File: src/fac_pkg.sv
/*
  Constants shared by the flash command issue controller: the device register map
  as the controller sees it, the command and area codes, the security flag bit
  positions, the controller's own software register map and its state type.
  Assumes a tool that accepts packed structs with enum members.
*/
`default_nettype none
package fac_pkg;
  // Device register indices on the device register port
  localparam logic [3:0] DEV_AREA_SEL   = 4'h0;
  localparam logic [3:0] DEV_ADDR_LO    = 4'h1;
  localparam logic [3:0] DEV_ADDR_HI    = 4'h2;
  localparam logic [3:0] DEV_WDATA_LO   = 4'h3;
  localparam logic [3:0] DEV_WDATA_HI   = 4'h4;
  localparam logic [3:0] DEV_MAIN_CMD   = 4'h5;
  localparam logic [3:0] DEV_END_LO     = 4'h6;
  localparam logic [3:0] DEV_END_HI     = 4'h7;
  localparam logic [3:0] DEV_EXTRA_CMD  = 4'h8;
  localparam logic [3:0] DEV_SEC_FLAGS  = 4'h9;
  // Device values
  localparam logic [15:0] AREA_USER     = 16'h0000;
  localparam logic [15:0] AREA_EXTRA    = 16'h0001;
  localparam logic [15:0] CMD_PROGRAM   = 16'h0081;
  localparam logic [15:0] CMD_BLANK_DF  = 16'h008B;
  localparam logic [15:0] CMD_SECURITY  = 16'h0087;
  localparam logic [15:0] WDATA_HI_ONES = 16'hFFFF;
  localparam int          BOOT_BIT      = 8;
  localparam int          ERASE_BIT     = 10;
  localparam int          PROG_BIT      = 12;
  localparam logic [23:0] BLOCK_LAST    = 24'h0000FF;
  // Controller register byte offsets
  localparam logic [3:0] REG_CMD        = 4'h0;
  localparam logic [3:0] REG_ADDR       = 4'h4;
  localparam logic [3:0] REG_DATA       = 4'h8;
  localparam logic [3:0] REG_STATUS     = 4'hC;
  localparam int          CMD_START_BIT = 0;
  localparam int          CMD_OP_LSB    = 4;
  localparam int          ST_BUSY_BIT   = 0;
  localparam int          ST_DONE_BIT   = 1;
  localparam int          ST_REFUSE_BIT = 2;
  localparam int          ST_DEVERR_BIT = 3;
  localparam int          ST_SEC_LSB    = 16;
  // Operations and AXI response codes
  localparam logic [1:0] OP_PROG        = 2'h0;
  localparam logic [1:0] OP_BLANK       = 2'h1;
  localparam logic [1:0] OP_ERASE_PROT  = 2'h2;
  localparam logic [1:0] OP_WRITE_PROT  = 2'h3;
  localparam logic [1:0] RESP_OKAY      = 2'h0;
  localparam logic [1:0] RESP_SLVERR    = 2'h2;

  typedef enum logic [2:0] {
    ST_IDLE, ST_CHECK, ST_STEP, ST_WAIT_HI, ST_WAIT_LO
  } fac_state_t;

  typedef struct packed {
    logic        we;
    logic        last;
    logic [3:0]  addr;
    logic [15:0] data;
  } fac_step_t;
endpackage
`default_nettype wire

File: src/fac_ctrl.sv
/*
  Flash command issue controller: takes orders over an AXI4-Lite slave and
  drives the flash sequencer's registers through a request/acknowledge register
  port, then polls the sequencer busy lines for completion.
  Assumes the device port and status lines are synchronous to i_clk.
*/
`default_nettype none
module fac_ctrl
  import fac_pkg::*;
#(
  parameter logic [6:0]  DF_BLOCKS = 7'd64,
  parameter logic [23:0] DF_BASE   = 24'h000000
) (
  input  wire logic        i_clk,
  input  wire logic        i_nrst,
  input  wire logic        i_awvalid,
  output logic             o_awready,
  input  wire logic [3:0]  i_awaddr,
  input  wire logic        i_wvalid,
  output logic             o_wready,
  input  wire logic [31:0] i_wdata,
  input  wire logic [3:0]  i_wstrb,
  output logic             o_bvalid,
  input  wire logic        i_bready,
  output logic [1:0]       o_bresp,
  input  wire logic        i_arvalid,
  output logic             o_arready,
  input  wire logic [3:0]  i_araddr,
  output logic             o_rvalid,
  input  wire logic        i_rready,
  output logic [31:0]      o_rdata,
  output logic [1:0]       o_rresp,
  output logic             o_dev_req,
  output logic             o_dev_we,
  output logic [3:0]       o_dev_addr,
  output logic [15:0]      o_dev_wdata,
  input  wire logic        i_dev_ack,
  input  wire logic [15:0] i_dev_rdata,
  input  wire logic        i_dataflash_access_en,
  input  wire logic        i_df_prog_mode,
  input  wire logic        i_cf_prog_mode,
  input  wire logic        i_main_busy,
  input  wire logic        i_extra_busy,
  input  wire logic        i_main_err,
  input  wire logic        i_extra_err
);

  typedef struct packed {
    fac_state_t  state;
    logic [2:0]  step;
    logic [1:0]  op;
    logic [23:0] addr;
    logic [7:0]  data;
    logic [15:0] sec;
    logic        done;
    logic        refused;
    logic        dev_err;
    logic        dev_req;
    logic        dev_we;
    logic [3:0]  dev_addr;
    logic [15:0] dev_wdata;
    logic        awready;
    logic        wready;
    logic [3:0]  aw_addr;
    logic [31:0] wdata;
    logic [3:0]  wstrb;
    logic        bvalid;
    logic [1:0]  bresp;
    logic        arready;
    logic        rvalid;
    logic [31:0] rdata;
    logic [1:0]  rresp;
  } fac_regs_t;

  fac_regs_t r;
  fac_regs_t next_r;

  function automatic logic [31:0] merge(input logic [31:0] old_v, input logic [31:0] new_v,
                                        input logic [3:0] strb);
    logic [31:0] m;
    m = old_v;
    for (int i = 0; i < 4; i++) begin
      if (strb[i]) begin
        m[8*i +: 8] = new_v[8*i +: 8];
      end
    end
    return m;
  endfunction

  // Register access sequence of each operation, one entry per step
  function automatic fac_step_t step_word(input logic [1:0] op, input logic [2:0] step,
                                          input logic [23:0] a, input logic [7:0] d,
                                          input logic [15:0] sec);
    logic [23:0] s;
    logic [23:0] e;
    logic [15:0] mask;
    fac_step_t   w;
    s    = DF_BASE + {10'h000, a[5:0], 8'h00};
    e    = s + BLOCK_LAST;
    mask = (op == OP_ERASE_PROT) ? (16'h0001 << ERASE_BIT) : (16'h0001 << PROG_BIT);
    w    = '{we: 1'b1, last: 1'b0, addr: DEV_AREA_SEL, data: AREA_USER};
    case (op)
      OP_PROG: begin
        case (step)
          3'd0: w.data = AREA_USER;
          3'd1: w = '{1'b1, 1'b0, DEV_ADDR_LO, a[15:0]};
          3'd2: w = '{1'b1, 1'b0, DEV_ADDR_HI, {8'h00, a[23:16]}};
          3'd3: w = '{1'b1, 1'b0, DEV_WDATA_LO, {8'h00, d}};
          default: w = '{1'b1, 1'b1, DEV_MAIN_CMD, CMD_PROGRAM};
        endcase
      end
      OP_BLANK: begin
        case (step)
          3'd0: w.data = AREA_USER;
          3'd1: w = '{1'b1, 1'b0, DEV_ADDR_LO, s[15:0]};
          3'd2: w = '{1'b1, 1'b0, DEV_ADDR_HI, {8'h00, s[23:16]}};
          3'd3: w = '{1'b1, 1'b0, DEV_END_LO, e[15:0]};
          3'd4: w = '{1'b1, 1'b0, DEV_END_HI, {8'h00, e[23:16]}};
          default: w = '{1'b1, 1'b1, DEV_MAIN_CMD, CMD_BLANK_DF};
        endcase
      end
      default: begin
        case (step)
          3'd0: w.data = AREA_EXTRA;
          3'd1: w = '{1'b0, 1'b0, DEV_SEC_FLAGS, 16'h0000};
          3'd2: w = '{1'b1, 1'b0, DEV_WDATA_LO, sec & ~mask};
          3'd3: w = '{1'b1, 1'b0, DEV_WDATA_HI, WDATA_HI_ONES};
          default: w = '{1'b1, 1'b1, DEV_EXTRA_CMD, CMD_SECURITY};
        endcase
      end
    endcase
    return w;
  endfunction

  fac_step_t   cur;
  logic        busy_sel;
  logic        range_ok;
  logic        mode_ok;
  logic [23:0] prog_off;
  logic [31:0] status;
  logic [31:0] cmd_word;

  always_comb begin
    cur      = step_word(r.op, r.step, r.addr, r.data, r.sec);
    busy_sel = (r.op[1] == 1'b0) ? i_main_busy : i_extra_busy;
    prog_off = r.addr - DF_BASE;
    range_ok = 1'b1;
    if (r.op == OP_PROG) begin
      range_ok = (r.addr >= DF_BASE) && (prog_off[23:8] < {9'h000, DF_BLOCKS});
    end else if (r.op == OP_BLANK) begin
      range_ok = (r.addr[23:6] == 18'h00000) && ({1'b0, r.addr[5:0]} < DF_BLOCKS);
    end
    if (r.op[1] == 1'b0) begin
      mode_ok = i_df_prog_mode;
    end else begin
      mode_ok = i_cf_prog_mode;
    end
    status = 32'h00000000;
    status[ST_BUSY_BIT]   = (r.state != ST_IDLE);
    status[ST_DONE_BIT]   = r.done;
    status[ST_REFUSE_BIT] = r.refused;
    status[ST_DEVERR_BIT] = r.dev_err;
    status[ST_SEC_LSB +: 16] = r.sec;
    cmd_word = 32'h00000000;
    cmd_word[CMD_OP_LSB +: 2] = r.op;
  end

  always_comb begin
    next_r = r;
    // Write channel: address and data taken in either order
    if (i_awvalid && r.awready) begin
      next_r.awready = 1'b0;
      next_r.aw_addr = i_awaddr;
    end
    if (i_wvalid && r.wready) begin
      next_r.wready = 1'b0;
      next_r.wdata  = i_wdata;
      next_r.wstrb  = i_wstrb;
    end
    if (!r.awready && !r.wready && !r.bvalid) begin
      next_r.bvalid = 1'b1;
      next_r.bresp  = RESP_OKAY;
      case (r.aw_addr)
        REG_CMD: begin
          if (r.wstrb[0] && r.wdata[CMD_START_BIT] && (r.state == ST_IDLE)) begin
            next_r.op      = r.wdata[CMD_OP_LSB +: 2];
            next_r.state   = ST_CHECK;
            next_r.step    = 3'd0;
            next_r.done    = 1'b0;
            next_r.refused = 1'b0;
            next_r.dev_err = 1'b0;
          end
        end
        REG_ADDR: begin
          if (r.state == ST_IDLE) begin
            next_r.addr = 24'(merge({8'h00, r.addr}, r.wdata, r.wstrb));
          end
        end
        REG_DATA: begin
          if ((r.state == ST_IDLE) && r.wstrb[0]) begin
            next_r.data = r.wdata[7:0];
          end
        end
        REG_STATUS: ;
        default: next_r.bresp = RESP_SLVERR;
      endcase
    end
    if (r.bvalid && i_bready) begin
      next_r.bvalid  = 1'b0;
      next_r.awready = 1'b1;
      next_r.wready  = 1'b1;
    end
    // Read channel
    if (i_arvalid && r.arready) begin
      next_r.arready = 1'b0;
      next_r.rvalid  = 1'b1;
      next_r.rresp   = RESP_OKAY;
      case (i_araddr)
        REG_CMD:    next_r.rdata = cmd_word;
        REG_ADDR:   next_r.rdata = {8'h00, r.addr};
        REG_DATA:   next_r.rdata = {24'h000000, r.data};
        REG_STATUS: next_r.rdata = status;
        default: begin
          next_r.rdata = 32'h00000000;
          next_r.rresp = RESP_SLVERR;
        end
      endcase
    end
    if (r.rvalid && i_rready) begin
      next_r.rvalid  = 1'b0;
      next_r.arready = 1'b1;
    end
    // Command sequence
    case (r.state)
      ST_IDLE: ;
      ST_CHECK: begin
        if (i_dataflash_access_en && mode_ok && range_ok
            && !i_main_busy && !i_extra_busy) begin
          next_r.state = ST_STEP;
        end else begin
          next_r.state   = ST_IDLE;
          next_r.refused = 1'b1;
          next_r.done    = 1'b1;
        end
      end
      ST_STEP: begin
        if (!r.dev_req) begin
          next_r.dev_req   = 1'b1;
          next_r.dev_we    = cur.we;
          next_r.dev_addr  = cur.addr;
          next_r.dev_wdata = cur.data;
        end else if (i_dev_ack) begin
          next_r.dev_req = 1'b0;
          if (!r.dev_we) begin
            next_r.sec = i_dev_rdata;
          end
          if (cur.last) begin
            next_r.state = ST_WAIT_HI;
          end else begin
            next_r.step = r.step + 3'd1;
          end
        end
      end
      ST_WAIT_HI: begin
        if (busy_sel) begin
          next_r.state = ST_WAIT_LO;
        end
      end
      ST_WAIT_LO: begin
        if (!busy_sel) begin
          next_r.state   = ST_IDLE;
          next_r.done    = 1'b1;
          next_r.dev_err = (r.op[1] == 1'b0) ? i_main_err : i_extra_err;
        end
      end
      default: next_r.state = ST_IDLE;
    endcase
  end

  always_ff @(posedge i_clk or negedge i_nrst) begin
    if (!i_nrst) begin
      r         <= '0;
      r.state   <= ST_IDLE;
      r.awready <= 1'b1;
      r.wready  <= 1'b1;
      r.arready <= 1'b1;
    end else begin
      r <= next_r;
    end
  end

  assign o_awready   = r.awready;
  assign o_wready    = r.wready;
  assign o_bvalid    = r.bvalid;
  assign o_bresp     = r.bresp;
  assign o_arready   = r.arready;
  assign o_rvalid    = r.rvalid;
  assign o_rdata     = r.rdata;
  assign o_rresp     = r.rresp;
  assign o_dev_req   = r.dev_req;
  assign o_dev_we    = r.dev_we;
  assign o_dev_addr  = r.dev_addr;
  assign o_dev_wdata = r.dev_wdata;

  wire dev_wr = r.dev_req && r.dev_we;

  req_hold_a: assert property (@(posedge i_clk) disable iff (!i_nrst)
    r.dev_req && !i_dev_ack |=> r.dev_req && $stable(r.dev_addr) && $stable(r.dev_wdata))
    else $error("device request dropped or changed before ack");
  area_code_a: assert property (@(posedge i_clk) disable iff (!i_nrst)
    dev_wr && (r.dev_addr == DEV_AREA_SEL) |-> r.dev_wdata == (r.op[1] ? AREA_EXTRA : AREA_USER))
    else $error("wrong area select value");
  main_cmd_a: assert property (@(posedge i_clk) disable iff (!i_nrst)
    dev_wr && (r.dev_addr == DEV_MAIN_CMD) |->
      r.dev_wdata == ((r.op == OP_PROG) ? CMD_PROGRAM : CMD_BLANK_DF) && !r.op[1])
    else $error("wrong main sequencer start code");
  prog_byte_a: assert property (@(posedge i_clk) disable iff (!i_nrst)
    dev_wr && (r.dev_addr == DEV_WDATA_LO) && (r.op == OP_PROG) |->
      r.dev_wdata == {8'h00, r.data})
    else $error("program byte not in low bits");
  addr_high_a: assert property (@(posedge i_clk) disable iff (!i_nrst)
    dev_wr && (r.dev_addr == DEV_ADDR_HI) |-> r.dev_wdata[15:8] == 8'h00)
    else $error("address upper bits not zero");
  sec_copy_a: assert property (@(posedge i_clk) disable iff (!i_nrst)
    dev_wr && (r.dev_addr == DEV_WDATA_LO) && r.op[1] |->
      r.dev_wdata[BOOT_BIT] == r.sec[BOOT_BIT] &&
      !r.dev_wdata[(r.op == OP_ERASE_PROT) ? ERASE_BIT : PROG_BIT])
    else $error("security flag image wrong");
  high_ones_a: assert property (@(posedge i_clk) disable iff (!i_nrst)
    dev_wr && (r.dev_addr == DEV_WDATA_HI) |-> r.dev_wdata == WDATA_HI_ONES)
    else $error("high write data not all ones");
  extra_cmd_a: assert property (@(posedge i_clk) disable iff (!i_nrst)
    dev_wr && (r.dev_addr == DEV_EXTRA_CMD) |-> r.dev_wdata == CMD_SECURITY && r.op[1])
    else $error("wrong extra sequencer start code");
  refuse_path_a: assert property (@(posedge i_clk) disable iff (!i_nrst)
    (r.state == ST_CHECK) && (!i_dataflash_access_en || i_main_busy || i_extra_busy) |=>
      (r.state == ST_IDLE) && r.refused && r.done && !r.dev_req)
    else $error("precondition failure not refused");
  done_seen_a: assert property (@(posedge i_clk) disable iff (!i_nrst)
    (r.state == ST_WAIT_LO) && !busy_sel |=> r.done && (r.state == ST_IDLE))
    else $error("completion not reported");
  range_refuse_a: assert property (@(posedge i_clk) disable iff (!i_nrst)
    (r.state == ST_CHECK) && !range_ok |=> (r.state == ST_IDLE) && r.refused)
    else $error("out of range command not refused");
  mode_refuse_a: assert property (@(posedge i_clk) disable iff (!i_nrst)
    (r.state == ST_CHECK) && !mode_ok |=> (r.state == ST_IDLE) && r.refused)
    else $error("wrong mode command not refused");
  blank_end_a: assert property (@(posedge i_clk) disable iff (!i_nrst)
    dev_wr && (r.dev_addr == DEV_END_LO) |->
      (r.dev_wdata[7:0] == 8'(DF_BASE[7:0] + 8'hFF)) && (r.op == OP_BLANK))
    else $error("blank check end address wrong");
  sec_read_a: assert property (@(posedge i_clk) disable iff (!i_nrst)
    r.dev_req && !r.dev_we |-> (r.dev_addr == DEV_SEC_FLAGS) && r.op[1])
    else $error("unexpected device register read");

endmodule
`default_nettype wire

File: config.mk
export PLATFORM = sky130hd
export DESIGN_NAME = fac_ctrl
export DESIGN_NICKNAME = d
export VERILOG_FILES = /design/src/fac_pkg.sv /design/src/fac_ctrl.sv
export SDC_FILE = /design/constraint.sdc
export NUM_CORES = 1
export LEC_CHECK = 0
export BUFFER_PORTS_ARGS = -buffer_cell sky130_fd_sc_hd__buf_2
export CORE_MARGIN = 2
export CORE_UTILIZATION = 30
export CTS_CLUSTER_SIZE = 16
export DETAILED_ROUTE_END_ITERATION = 12
export SLEW_MARGIN = 15
export SYNTH_ARGS = -nofsm -noshare
export SYNTH_HDL_FRONTEND = slang
export SYNTH_SLANG_ARGS = --single-unit
File: constraint.sdc
create_clock -name i_clk -period 2 [get_ports i_clk]
set_clock_uncertainty 0.1 [all_clocks]
set_input_delay 0.4 -clock i_clk [delete_from_list [all_inputs] [get_ports i_clk]]
set_output_delay 0.4 -clock i_clk [all_outputs]
set_load 0.02 [all_outputs]
After elaboration in Yosys (flattened, before gate mapping)
Cells that the tools add are included.
{"block": "totals", "ff_bits": 153, "output_inout_bits": 63, "inputBits": 75, "elab_cells": 144}
{"block": "op_classes", "n_eq_ne": 16, "bitwise_logic": 4, "n_reduce_logical": 41, "n_mux": 53, "addsub": 2, "n_lt_le_gt_ge": 2}
{"operator": "case mux 16 bit (4 select lines)", "count": 2}
{"operator": "case mux 32 bit (4 select lines)", "count": 1}
{"operator": "case mux 15 bit (4 select lines)", "count": 1}
{"operator": "two-way mux 8 bit", "count": 7}
{"operator": "two-way mux 24 bit", "count": 2}
{"operator": "case mux 22 bit (2 select lines)", "count": 1}
{"operator": "two-way mux 40 bit", "count": 1}
{"operator": "two-way mux 36 bit", "count": 1}
{"operator": "two-way mux 3 bit", "count": 9}
{"operator": "case mux 5 bit (5 select lines)", "count": 1}
{"operator": ">= comparator 24 x 1 -> 1 bit, second input constant", "count": 1}
{"operator": "case mux 6 bit (4 select lines)", "count": 1}
{"operator": "case mux 5 bit (4 select lines)", "count": 1}
{"operator": "zero test 18 bit", "count": 1}
{"operator": "bitwise AND 16 bit", "count": 1}
{"operator": "equality test 4 bit, second input constant", "count": 4}
{"operator": "less-than comparator 16 x 7 -> 1 bit, second input constant", "count": 1}
{"operator": "inverter 13 -> 16 bit", "count": 1}
{"operator": "AND reduction 4 bit", "count": 4}
{"operator": "adder 14 x 8 -> 15 bit, second input constant", "count": 1}
{"operator": "logical AND 1 bit", "count": 15}
{"operator": "case mux 3 bit (5 select lines)", "count": 1}
{"operator": "two-way mux 1 bit", "count": 14}
{"operator": "two-way mux 13 bit", "count": 1}
{"operator": "21 further kinds", "count": 45}

Longest topological paths before layout
{"block": "depth", "depth_word": 10, "mapped_depth": 9, "depth_no_buf": 6}

Worst setup path before layout
OpenSTA, ideal clock, no wires.
{"block": "synth_path", "path_type": "register to register", "startpoint": "reg r (netlist bit o_bvalid)", "endpoint": "reg r (netlist bit cmd_word[4])", "t_required_ns": 1.775, "synth_period_minus_slack_ns": 2.093, "arrival_ns": 1.868, "n_path_buf": 2, "setup_time_ns": 0.125, "path_slack_ns": -0.093, "stages_incl_launch_ff": 6, "path_cell_list": "dfrtp_1 or3_1 buf_2 or4_4 buf_6 mux2_4"}
{"block": "synth_between", "elab_chain_cells": 3}
{"element": "start, declared", "line_no": "fac_ctrl.sv:75", "source": "fac_regs_t r;"}
{"element": "start signal, assigned", "line_no": "fac_ctrl.sv:288", "source": "r <= next_r;"}
{"element": "zero test 1 bit", "line_no": "fac_ctrl.sv:180", "source": "if (!r.awready && !r.wready && !r.bvalid) begin"}
{"element": "logical AND 1 bit", "line_no": "fac_ctrl.sv:180"}
{"element": "AND reduction 3 bit (no source line)"}
Every way passes these cells.
A chain may end at the register's enable or synchronous reset.

Final worst setup path
{"block": "layout_path", "startpoint": "reg r[157] in the netlist's numbering", "endpoint": "reg r (netlist bit o_dev_wdata[7])"}
{"block": "layout_between", "elab_chain_cells": 4, "elab_cells_between_ends": 10, "cone_classes": "eq/ne: 4; mux: 4; reduce/logical: 2"}
{"element": "equality test 3 x 2 -> 1 bit / zero test 3 bit (equally long branches)", "line_no": "fac_ctrl.sv:104, fac_ctrl.sv:113, fac_ctrl.sv:123"}
{"element": "OR reduction 2 bit (no source line)"}
{"element": "case mux 15 bit (4 select lines)", "line_no": "fac_ctrl.sv:113", "source": "case (step)"}
{"element": "case mux 22 bit (2 select lines) (*)", "line_no": "fac_ctrl.sv:102", "source": "case (op)"}
Mark *: on every way between the ends. The rest lies on a longest branch, timed or not.

==> reports/metrics.csv <==
stage,metric,value,unit
grt,antenna_found_initial,1,
floorplan,core_area,23400,um^2
sta,finalMaxSlewViolations,0,
grt,grt_pass1_vias,5175,
worst_setup_path,crit_required,2250,ps
clock_tree,htree_levels,4,
synth,synth_commonest_cells,"dfrtp_1, mux2_2, nand2_1, buf_4, o21ai_0",
hold_path,holdPathStages,2,
worst_setup_path,r2r_slack,40,ps
hold_path,hold_class,in -> reg,
routing,wl,19100,um
routing,ant_nets,0,
sta,finalSetupViolations,0,
pwr,vdd_drop_max,0.509,mV
synth,synth_top_area_cell,dfrtp_1,
synth,synth-seq-cells,151,
clock_tree,cts.path.max_buffers,2,
synth,syn_inst,634,
worst_setup_path,critPathKind,reg -> reg,
pwr,p_per_area,1390,nW/um^2
worst_setup_path,startpoint,r[157],
synth,synth_area,7110,um^2
pwr,design_power_total,12.5,mW
synth,synthDistinctLibCells,59,
worst_setup_path,critPathTopFamily,simple AND/OR/NAND/NOR gates,
synth,synth_edf_count,0,
flow_run,cap_viol_max_count,0,
synth,synth-async-reset-ratio,100,%
sta,max_freq,509,MHz
worst_setup_path,crit_fanout,5,
sta,finalHoldViolCount,0,
grt,grt.overflow.total,0,
routing,drt-initial-drc-count,405,
outcome,status,"complete, no violations",
worst_setup_path,start_kind,flip-flop,
worst_setup_path,crit_path_cell_trace,buf_6 -> inv_2 -> ha_4 -> or4_4 -> nand2_2 -> buf_4 -> o21ba_2 -> o22ai_1,
floorplan,dieArea,25000,um^2
floorplan,die_width,158,um
synth,synthTopCellsByArea,"dfrtp_1, mux2_2, buf_4, nand2_1, o21ai_0",
hold_path,hold_end,o_awready,
pwr,power_leakage,4.12,nW
synth,ys_seq_area_share,53.2,%
routing,vias_per_cell,4.78,
place,port_buffers,126,
worst_setup_path,crit_buf_inv,3,
clock_tree,cts_tree,done,
clock_tree,cts_buffers,17,
sta,min_period_over_period,98.2,%
grt,grt_max_degree,49,
routing,firstDrtPassIters,6,
synth,synth_top_area_share,52.1,%
floorplan,rows,56,
synth,avgSynthCellArea,11.2,um^2
routing,vias,5238,
hold_path,hold_start,i_awvalid,
floorplan,initial_core_util,30.4,%
floorplan,ios,138,
floorplan,die_h,158,um
synth,yosysMostFrequentCell,dfrtp_1,
worst_setup_path,r2r_end,o_dev_wdata[7],
synth,yosys_most_used_dff,dfrtp_1,
worst_setup_path,critPathMaxStageDelay,580,ps
worst_setup_path,cp_slowest_cell,or4_4,
cells_and_area,drive_above_1_share,45.2,%
clock_tree,clockRootBuffer,clkbuf_16,
cells_and_area,nNetsFinal,843,
sta,setup_ws,35.4,ps
worst_setup_path,worst_setup_path_end_kind,flip-flop,
sta,rsz0062_at_grt,true,
place,pre_cts_slack,-46.7,ps
grt,grt_pass1_wl,29200,um
cells_and_area,area_growth_syn_to_layout,26.1,%
worst_setup_path,reg2reg_from,r[157],
worst_setup_path,r2r.worst_path.cells,8,
clock_tree,clkSlewWorstSetupHoldPaths,70,ps
place,gp_congestion,0.872,
grt,grt_util_all_layers,15.6,%
worst_setup_path,cp_data_arrival_time,2210,ps
clock_tree,worst_skew_pair.late_latency,430,ps
clock_tree,clock-sinks,151,
place,dp.final_hpwl,14400,um
routing,drcViolationCount,0,
routing,wire_per_inst,17.4,um
sta,period_needed,1960,ps
synth,yosysWarnings,0,
cell families after synthesis:
kind of cell	share of synthesized area [%]
AO/OA/AOI/OAI	11.5
AND/OR/NAND/NOR	11.3
buffers and inverters	8.36
flip-flops	53.2
other	0.0527
adder cells (fa/ha/maj)	0.880
multiplexers	14.8
routing by layer:
metal  track usage (%)  vias to the layer above  routed length [um]
met5                 0                        -                   0
met4              5.58                        0                 424
met3              3.61                       31                 981
li1                  -                     2473                   -
met2              25.4                      146                9280
met1              20.5                     2588                8440
how the worst max path moves through the flow:
stage | end | slack, ps | cells past startpoint
after floorplan | cmd_word[4] | -70 | 5
after global placement | o_dev_wdata[2] | -80 | 7
after detailed placement | o_dev_wdata[2] | -50 | 7
after CTS | r[159] | -10 | 7
after global routing | o_dev_wdata[0] | -30 | 7
final | o_dev_wdata[7] | 40 | 8
metrics by stage:
stage,utilization [%],std cells,TNS [ps],instance area (um^2),hold slack (ps)
floorplan,-,635,-141,7140,4.41
global placement,35.1,1056,-481,8220,289
detailed placement,35.1,1056,-761,8220,283
CTS,37.8,1090,-9.93,8850,12.0
global route,38.3,1095,-107,8970,35.1
finish,38.3,1096,0,8970,26.0
timing repair:
item | 4_1_cts | 5_1_grt
buffers inserted | 1 | 5
endpoints found under the setup margin | 31 | 47
pin swaps | 5 | 6
gates resized for setup | 14 | 20
hold buffers | 1 | 0
endpoints found under the hold margin | 43 | 0
cell usage in the layout, fill, tap and decap left out, types with 13 or more instances in the layout:
| cell type | n |
|---|---|
| nor2_1 | 27 |
| clkbuf_16 | 17 |
| a22oi_1 | 16 |
| mux2_2 | 80 |
| buf_2 | 125 |
| o21ai_0 | 43 |
| a21oi_1 | 13 |
| a31oi_1 | 13 |
| nand2_1 | 77 |
| buf_4 | 56 |
| dfrtp_1 | 147 |
layout make-up:
type | count | area, um^2
Fill cell | 2365 | 14400
Sequential cell | 151 | 3780
Multi-Input combinational cell | 385 | 2900
Timing Repair Buffer | 197 | 1300
Clock buffer | 21 | 450
Tap cell | 319 | 399
Clock inverter | 11 | 90.1
Inverter | 11 | 41.3
Antenna cell | 1 | 2.50
state kept, by name, indices dropped and copies added, names as in the netlist:
signal       flops
o_rdata         32
o_rresp          1
r               88
o_dev_req        1
o_rvalid         1
o_wready         1
cmd_word         2
o_dev_addr       4
o_bvalid         1
o_dev_we         1
o_arready        1
o_bresp          1
o_dev_wdata     16
o_awready        1
where the power goes:
group	switching, mW	leakage, nW	total [mW]	internal (mW)
Combinational	2.11	1.92	4.24	2.13
Sequential	1.07	1.93	5.29	4.23
Clock	1.32	0.265	2.96	1.64
Total	4.49	4.12	12.5	8.00
Power figures use the tool's default switching activity.
